===== src/rtl/switch_decode_defs.svh =====
// constants for the configuration switch decoder
// Function
// - node id is weighted sum of id switches
// - switches sampled once after power-up only
// - nonzero switch id locks out software id writes
// - all id switches off: software id used
// - ip settings writable regardless of switch id
// - recover switch at power-up restores factory ip
// - protect switch blocks firmware and configuration writes
// - report-by-exception enabled only by switch 7
// - instruction-box support enabled only by switch 7
`ifndef SWITCH_DECODE_DEFS_SVH
`define SWITCH_DECODE_DEFS_SVH

// ************************************************
// switch positions
// ************************************************
`define SW_POS_PROTECT 5
`define SW_POS_RECOVER 6
`define SW_POS_FEATURE 7
`define ID_WIDTH 6
// 1: position 5 is the protect switch and leaves the id field
`define PROTECT_LAYOUT 1'b0

// ************************************************
// register map, byte addresses
// ************************************************
`define REG_SWITCH 5'h00
`define REG_NODE_ID 5'h04
`define REG_IP 5'h08
`define REG_FIRMWARE 5'h0c
`define REG_REJECT 5'h10

// ************************************************
// reset values and timing
// ************************************************
`define NODE_ID_RESET 6'h00
`define IP_FACTORY 32'h0000_0000
`define SETTLE_CYCLES 2'h2

`endif


===== src/rtl/switch_decode_pkg.sv =====
// types shared by the configuration switch decoder
package switch_decode_pkg;
	typedef enum logic [2:0] {
		ST_SETTLE = 3'b001,
		ST_LATCH = 3'b010,
		ST_RUN = 3'b100
	} load_state_type;
	typedef logic [5:0] node_id_type;
	typedef logic [7:0] switch_type;
endpackage


===== src/rtl/node_identifier_switch_decode.sv =====
// power-up switch decoder with avalon-mm register slave
`timescale 1ns/100ps
`default_nettype none
`include "switch_decode_defs.svh"

module node_identifier_switch_decode (
	input wire logic clk_sys_in,
	input wire logic reset_in,
	input wire switch_decode_pkg::switch_type switch_in,
	input wire logic [4:0] avs_address_in,
	input wire logic avs_read_in,
	input wire logic avs_write_in,
	input wire logic [31:0] avs_writedata_in,
	input wire logic [3:0] avs_byteenable_in,
	output logic [31:0] avs_readdata_out,
	output logic avs_waitrequest_out,
	output switch_decode_pkg::node_id_type node_identifier_out,
	output logic report_by_exception_enable_out,
	output logic instruction_box_enable_out,
	output logic write_protect_out,
	output logic config_valid_out,
	output logic [31:0] ip_settings_out,
	output logic [31:0] firmware_word_out,
	output logic firmware_strobe_out
);
	import switch_decode_pkg::*;

	// ************************************************
	// functions
	// ************************************************
	function automatic node_id_type id_sum(input switch_type sw);
		node_id_type acc;
		acc = 6'h00;
		for (int i = 0; i < `ID_WIDTH; i++) begin
			// protect position leaves the field on that layout
			if (sw[i] && !(`PROTECT_LAYOUT && i == `SW_POS_PROTECT)) begin
				acc = acc + node_id_type'(1 << i);
			end
		end
		return acc;
	endfunction

	function automatic logic [31:0] be_merge(input logic [31:0] old_v,
		input logic [31:0] new_v, input logic [3:0] be);
		logic [31:0] res;
		res = old_v;
		for (int b = 0; b < 4; b++) begin
			if (be[b]) begin
				res[8*b +: 8] = new_v[8*b +: 8];
			end
		end
		return res;
	endfunction

	// ************************************************
	// switch synchroniser
	// ************************************************
	switch_type sw_meta_q;
	switch_type sw_sync_q;

	always_ff @(posedge clk_sys_in) begin
		if (reset_in) begin
			sw_meta_q <= 8'h00;
			sw_sync_q <= 8'h00;
		end else begin
			sw_meta_q <= switch_in;
			sw_sync_q <= sw_meta_q;
		end
	end

	// ************************************************
	// power-up capture
	// ************************************************
	load_state_type state_q, state_d;
	logic [1:0] settle_q, settle_d;
	switch_type sw_cap_q, sw_cap_d;

	always_comb begin
		state_d = state_q;
		settle_d = settle_q;
		sw_cap_d = sw_cap_q;
		case (state_q)
			ST_SETTLE: begin
				// reset flops of the synchroniser must flush first
				settle_d = settle_q + 2'h1;
				if (settle_q == `SETTLE_CYCLES) begin
					state_d = ST_LATCH;
				end
			end
			ST_LATCH: begin
				sw_cap_d = sw_sync_q;
				state_d = ST_RUN;
			end
			ST_RUN: begin
				state_d = ST_RUN;
			end
			default: begin
				state_d = ST_SETTLE;
			end
		endcase
	end

	always_ff @(posedge clk_sys_in) begin
		if (reset_in) begin
			state_q <= ST_SETTLE;
			settle_q <= 2'h0;
			sw_cap_q <= 8'h00;
		end else begin
			state_q <= state_d;
			settle_q <= settle_d;
			sw_cap_q <= sw_cap_d;
		end
	end

	// ************************************************
	// decoded switches
	// ************************************************
	logic run;
	node_id_type sw_id;
	logic id_locked;
	logic protect;

	assign run = (state_q == ST_RUN);
	assign sw_id = id_sum(sw_cap_q);
	assign id_locked = (sw_id != 6'h00);
	assign protect = `PROTECT_LAYOUT & sw_cap_q[`SW_POS_PROTECT];

	// ************************************************
	// avalon-mm slave
	// ************************************************
	logic ack_q, ack_d;
	logic req;
	logic take;
	logic wr_node, wr_ip, wr_fw, wr_rej;
	logic [31:0] rd_q, rd_d;
	node_id_type soft_id_q, soft_id_d;
	node_id_type node_q, node_d;
	logic [31:0] ip_q, ip_d;
	logic [31:0] fw_q, fw_d;
	logic fw_stb_q, fw_stb_d;
	logic [1:0] rej_q, rej_d;
	logic [31:0] merged_node;

	assign req = avs_read_in | avs_write_in;
	// one wait cycle per access, stalled until the switches are captured
	assign avs_waitrequest_out = req & ~ack_q;
	assign take = avs_write_in & ack_q;
	assign wr_node = take & (avs_address_in == `REG_NODE_ID);
	assign wr_ip = take & (avs_address_in == `REG_IP);
	assign wr_fw = take & (avs_address_in == `REG_FIRMWARE);
	assign wr_rej = take & (avs_address_in == `REG_REJECT);
	assign merged_node = be_merge({26'h0, soft_id_q}, avs_writedata_in, avs_byteenable_in);

	always_comb begin
		ack_d = req & ~ack_q & run;
		rd_d = rd_q;
		soft_id_d = soft_id_q;
		ip_d = ip_q;
		fw_d = fw_q;
		fw_stb_d = 1'b0;
		rej_d = rej_q;
		if (state_q == ST_LATCH && sw_sync_q[`SW_POS_RECOVER]) begin
			ip_d = `IP_FACTORY;
		end
		if (wr_rej) begin
			rej_d = rej_q & ~avs_writedata_in[1:0];
		end
		if (wr_node) begin
			if (id_locked || protect) begin
				rej_d[0] = 1'b1;
			end else begin
				soft_id_d = merged_node[5:0];
			end
		end
		if (wr_ip) begin
			if (protect) begin
				rej_d[1] = 1'b1;
			end else begin
				ip_d = be_merge(ip_q, avs_writedata_in, avs_byteenable_in);
			end
		end
		if (wr_fw) begin
			if (protect) begin
				rej_d[1] = 1'b1;
			end else begin
				fw_d = be_merge(fw_q, avs_writedata_in, avs_byteenable_in);
				fw_stb_d = 1'b1;
			end
		end
		// switch id wins; zero hands the id to software
		node_d = run ? (id_locked ? sw_id : soft_id_q) : 6'h00;
		if (ack_d && avs_read_in) begin
			case (avs_address_in)
				`REG_SWITCH: rd_d = {23'h0, run, sw_cap_q};
				`REG_NODE_ID: rd_d = {23'h0, id_locked, 2'h0, node_q};
				`REG_IP: rd_d = ip_q;
				`REG_FIRMWARE: rd_d = fw_q;
				`REG_REJECT: rd_d = {30'h0, rej_q};
				default: rd_d = 32'h0000_0000;
			endcase
		end
	end

	always_ff @(posedge clk_sys_in) begin
		if (reset_in) begin
			ack_q <= 1'b0;
			rd_q <= 32'h0000_0000;
			soft_id_q <= `NODE_ID_RESET;
			node_q <= 6'h00;
			// ip settings outlive power-up; only the recover switch clears them
			ip_q <= ip_q;
			fw_q <= 32'h0000_0000;
			fw_stb_q <= 1'b0;
			rej_q <= 2'h0;
		end else begin
			ack_q <= ack_d;
			rd_q <= rd_d;
			soft_id_q <= soft_id_d;
			node_q <= node_d;
			ip_q <= ip_d;
			fw_q <= fw_d;
			fw_stb_q <= fw_stb_d;
			rej_q <= rej_d;
		end
	end

	// ************************************************
	// outputs
	// ************************************************
	assign avs_readdata_out = rd_q;
	assign node_identifier_out = node_q;
	// capture register is zero until the latch, so no gating needed
	assign report_by_exception_enable_out = sw_cap_q[`SW_POS_FEATURE];
	assign instruction_box_enable_out = sw_cap_q[`SW_POS_FEATURE];
	assign write_protect_out = protect;
	assign config_valid_out = run;
	assign ip_settings_out = ip_q;
	assign firmware_word_out = fw_q;
	assign firmware_strobe_out = fw_stb_q;

	// ************************************************
	// assertions
	// ************************************************
	AST_ID_SUM: assert property (@(posedge clk_sys_in) disable iff (reset_in)
		run && id_locked |=> node_identifier_out == $past(sw_id))
		else $error("node id differs from switch weight sum");

	AST_FIELD: assert property (@(posedge clk_sys_in) disable iff (reset_in)
		run |-> sw_id == {!`PROTECT_LAYOUT & sw_cap_q[`SW_POS_PROTECT], sw_cap_q[4:0]})
		else $error("function switch counted in node id");

	AST_HOLD: assert property (@(posedge clk_sys_in) disable iff (reset_in)
		run |=> $stable(sw_cap_q) && run)
		else $error("captured switches changed after power-up");

	AST_ID_LOCK: assert property (@(posedge clk_sys_in) disable iff (reset_in)
		wr_node && id_locked |=> $stable(soft_id_q) && rej_q[0])
		else $error("software id changed while switch id set");

	AST_SOFT_ID: assert property (@(posedge clk_sys_in) disable iff (reset_in)
		run && !id_locked ##1 run |-> node_identifier_out == $past(soft_id_q))
		else $error("software id not used with switches off");

	AST_IP_OPEN: assert property (@(posedge clk_sys_in) disable iff (reset_in)
		wr_ip && !protect && avs_byteenable_in == 4'hf
		|=> ip_settings_out == $past(avs_writedata_in))
		else $error("ip write lost");

	AST_RECOVER: assert property (@(posedge clk_sys_in) disable iff (reset_in)
		state_q == ST_LATCH && sw_sync_q[`SW_POS_RECOVER] |=> ip_q == `IP_FACTORY)
		else $error("recover did not restore factory ip");

	AST_PROTECT: assert property (@(posedge clk_sys_in) disable iff (reset_in)
		protect && (wr_fw || wr_ip) |=> !firmware_strobe_out && $stable(ip_q) && rej_q[1])
		else $error("write passed while protected");

	AST_FEATURE: assert property (@(posedge clk_sys_in) disable iff (reset_in)
		state_q == ST_LATCH
		|=> report_by_exception_enable_out == $past(sw_sync_q[`SW_POS_FEATURE])
		&& instruction_box_enable_out == $past(sw_sync_q[`SW_POS_FEATURE]))
		else $error("feature enable not tied to switch 7");

	AST_FEATURE_OFF: assert property (@(posedge clk_sys_in) disable iff (reset_in)
		!run |-> !report_by_exception_enable_out && !instruction_box_enable_out)
		else $error("feature enabled before switch capture");

	AST_IP_KEEP: assert property (@(posedge clk_sys_in) disable iff (reset_in)
		state_q == ST_LATCH && !sw_sync_q[`SW_POS_RECOVER] |=> $stable(ip_q))
		else $error("ip settings lost without recover switch");

	AST_ANSWER: assert property (@(posedge clk_sys_in) disable iff (reset_in)
		run && req && !ack_q |=> !avs_waitrequest_out)
		else $error("slave did not answer in one cycle");

	AST_STALL: assert property (@(posedge clk_sys_in) disable iff (reset_in)
		!run && req |-> avs_waitrequest_out)
		else $error("request answered before switch capture");

	AST_FW_WRITE: assert property (@(posedge clk_sys_in) disable iff (reset_in)
		wr_fw && !protect && avs_byteenable_in == 4'hf
		|=> firmware_strobe_out && firmware_word_out == $past(avs_writedata_in))
		else $error("firmware write lost");

endmodule // node_identifier_switch_decode
`default_nettype wire


===== config.mk =====
export PLATFORM = sky130hd
export DESIGN_NAME = node_identifier_switch_decode
export DESIGN_NICKNAME = d
export VERILOG_FILES = /design/src/rtl/switch_decode_pkg.sv /design/src/rtl/node_identifier_switch_decode.sv
export VERILOG_INCLUDE_DIRS = /design/src /design/src/rtl
export SDC_FILE = /design/constraint.sdc
export NUM_CORES = 1
export LEC_CHECK = 0
export BUFFER_PORTS_ARGS = -buffer_cell sky130_fd_sc_hd__buf_2
export CORE_MARGIN = 2
export CORE_UTILIZATION = 45
export CTS_BUF_LIST = sky130_fd_sc_hd__clkbuf_16
export DETAILED_ROUTE_END_ITERATION = 8
export MAX_ROUTING_LAYER = met4
export PLACE_DENSITY = 0.69
export SETUP_SLACK_MARGIN = 0.05
export SYNTH_ARGS = -nofsm -noshare
export SYNTH_HDL_FRONTEND = slang
export SYNTH_SLANG_ARGS = --single-unit

===== constraint.sdc =====
create_clock -name clk_sys_in -period 6.5 [get_ports clk_sys_in]
set_clock_uncertainty 0.05 [all_clocks]
set_input_delay 0.325 -clock clk_sys_in [delete_from_list [all_inputs] [get_ports clk_sys_in]]
set_output_delay 0.325 -clock clk_sys_in [all_outputs]
set_load 0.01 [all_outputs]

==> impl_results.md <==
* Worst min-delay path endpoint: sw_meta_q[3]
* Port buffer count at 159
* Antenna viol nets, final at 0
* RR Startpoint: ack_q
* Hold Crit Depth at 2
* Starting Density at 45.6%
* Via count at 4,125
* Largest area contributor in the netlist: dfxtp_1
* Most common cell after layout, fill and taps aside: buf_2
* FF+latch count, synth at 141
* RePlAce Congestion at 0.910
* Final Max Slew Viols at 0
* Synth async-reset ratio at 0%
* Final worst-path cycle share at 45.3%
* Maximum clock frequency at 0.340 GHz
* Hold Crit Class: in -> reg
* Post-CTS Setup Inserts at 0
* Hold-fix buffers at CTS at 0
* First-pass GRT wire length at 20.7 mm
* Met2 Resource Use GR at 34.2%
* Power Dens Cells at 281 nW/um2
* Setup TNS at 0 ns
* Final Core Density at 58.0%
* P_leak at 3.17 nW
* Initial antenna violation count at 0
* P&R area growth vs syn at 27.2%
* Die Span Y at 114 um
* Hold Startpoint: switch_in[3]
* Post-CTS Resized at 0
* Post-synth EDFFs at 32
* Pwr Total at 1.94 mW
* Critical Path RT at 6.50 ns
* Post-Syn Nets at 540
* Top FF cell, synth: dfxtp_1
* Final hold violations at 0
* Post-Synth XOR/XNOR Area at 0.323%
* Worst reg2reg path depth at 4
* CTS buffer count at 17
* Tot GR Track Use at 21.7%
* CP Launch Point: avs_address_in[3]
* Final Routed Wirelength at 13.3 mm
* Register area share after synthesis at 57.9%
* CTS tree: built
* GR peak layer: met2
* Drt first pass iters at 5
* TritonCTS Sinks at 141
* Post-Synth Simple-Gate Area at 17.2%
* Min cycle time layout at 2.94 ns
* Clock Latency Late Sink at 0.42 ns
* Fraction of the mapped netlist area in adder cells at 0.230%
* Startpoint Class: input port
* Synthesized area at 5430 um2
* Relative slew slack at 30.8%
* Setup-failing EPs final at 0
* Largest family of logic cells by synthesized area: simple AND/OR/NAND/NOR gates
* CP Max Fanout at 37
* Worst VDD drop at 0.168 mV
* Boundary Pins at 161
* Number of global-route vias before repair at 3,913
* Fill count at 1,032
* Post-synthesis cell count at 486
* CTS Buffer Depth at 2
* Grt ovf at 0
* YS warnings at 0
* Worst-Margin Slew at 1.04 ns
* CTS H-tree lvls at 4
* Clk root buf: clkbuf_16
* Via density at 5.16
* # diodes at 0
* Die Wd at 114 um
* Post-detail-place hpwl at 9.46 mm
* CP arrival at 2.95 ns
* Largest net degree at the start of global routing at 76
* Starting DRT DRC Count at 228
* RSZ-0062 raised after global routing: false
* Status: completed
* Worst slack at placement at 3.04 ns
* Site Rows at 40
* Critical path capture point type: flop
* Drt drc at 0
* Commonest non-fill, non-tap cells in the layout: buf_2, dfxtp_1, mux2i_1, nor2_1
* Setup WS post-layout at 3.56 ns
* Syn Area/Cell at 11.2 um2
* Final net count at 693
* Final hold slack at 0.0646 ns
* Die ar. at 13,000 um2
* Met3 usage at 5.05%
* Multiplexer share of the synthesized area at 15.6%
* Yosys top cell area share at 40.2%
* Avg WL per Cell at 16.6 um
* Compound-Gate Fraction of Synth Area at 6.04%
* Critical path type: in -> reg
* Top cells by area, synth: dfxtp_1, edfxtp_1, mux2i_1, nor2_1, and2_1
* Fraction of layout cells with a size suffix above 1 at 31.7%
* Post-synth cell types at 43
* Core area at 11,900 um2
* Worst-path clk slew at 0.06 ns
* GR Util met1 at 27.3%
* R2R Setup Slk at 3.69 ns
* Max-cap viol count at 0
* Worst r2r dst: ip_settings_out[19]
synth_stat cells (5+ instances only):
cell      instances
dfxtp_1         109
mux2i_1          71
nor2_1           62
and2_1           36
nand2_1          36
edfxtp_1         32
clkbuf_1         20
o21ai_1          20
nor2b_1          18
a21oi_1          10
o21ai_0           8
a32o_1            5
mux4_2            5
how the worst max path moves through the flow:
stage	to	cells past startpoint
after global placement	ip_settings_out[10]	5
final	ip_settings_out[19]	5
after CTS	ip_settings_out[11]	5
after detailed placement	ip_settings_out[14]	5
after global routing	ip_settings_out[25]	5
after floorplan	ip_settings_out[0]	5
power breakdown:
part	total [mW]	leakage [nW]	internal (mW)	switching, mW
sequential	0.912	1.25	0.905	0.00758
clock	0.948	0.288	0.594	0.354
combinational	0.0803	1.63	0.0340	0.0462
total	1.94	3.17	1.53	0.408
state kept, by name (all words and copies together), names as in the netlist, 6 cells and up:
register             cells
node_identifier_out      6
soft_id_q                6
sw_meta_q                8
ip_settings_out         32
sw_sync_q                8
sw_cap_q                 8
avs_readdata_out        32
firmware_word_out       32
final cells by class:
| class | instances | area (um2) | share of cell area, % |
|---|---|---|---|
| Clock inverter | 15 | 155 | 2.25 |
| Tap cell | 147 | 184 | 2.66 |
| Inverter | 3 | 11.3 | 0.163 |
| Sequential cell | 141 | 3140 | 45.5 |
| Timing Repair Buffer | 163 | 826 | 12.0 |
| Clock buffer | 17 | 425 | 6.16 |
| Multi-Input combinational cell | 313 | 2160 | 31.3 |
per-layer routing:
metal | share of wire, % | wire, um | vias to the layer above
li1 | - | - | 1995
met1 | 44 | 5870 | 1936
met2 | 47 | 6310 | 168
met3 | 6.4 | 847 | 26
met4 | 2.1 | 273 | 0
met5 | 0 | 0 | -
worst max-delay path, stage by stage:
cell and delay [ns]:
buf_2 0.27, or4b_1 0.69, nor3_4 0.87, nand2_1 0.12, a21oi_1 0.65
metrics by stage:
step	std cells	cell area, um2
final	799	6910
after global routing	799	6910
after CTS	799	6910
after detailed placement	767	6330
after global placement	767	6330
after floorplan	486	5430
cells by family after synthesis:
| group | after synthesis |
|---|---|
| flip-flops | 141 |
| multiplexers | 78 |
| buffers and inverters | 32 |
| XOR/XNOR | 2 |
| other | 1 |
| adder cells (fa/ha/maj) | 1 |
| AND/OR/NAND/NOR | 177 |
| AO/OA/AOI/OAI | 54 |
(Power assumes the default switching activity.)
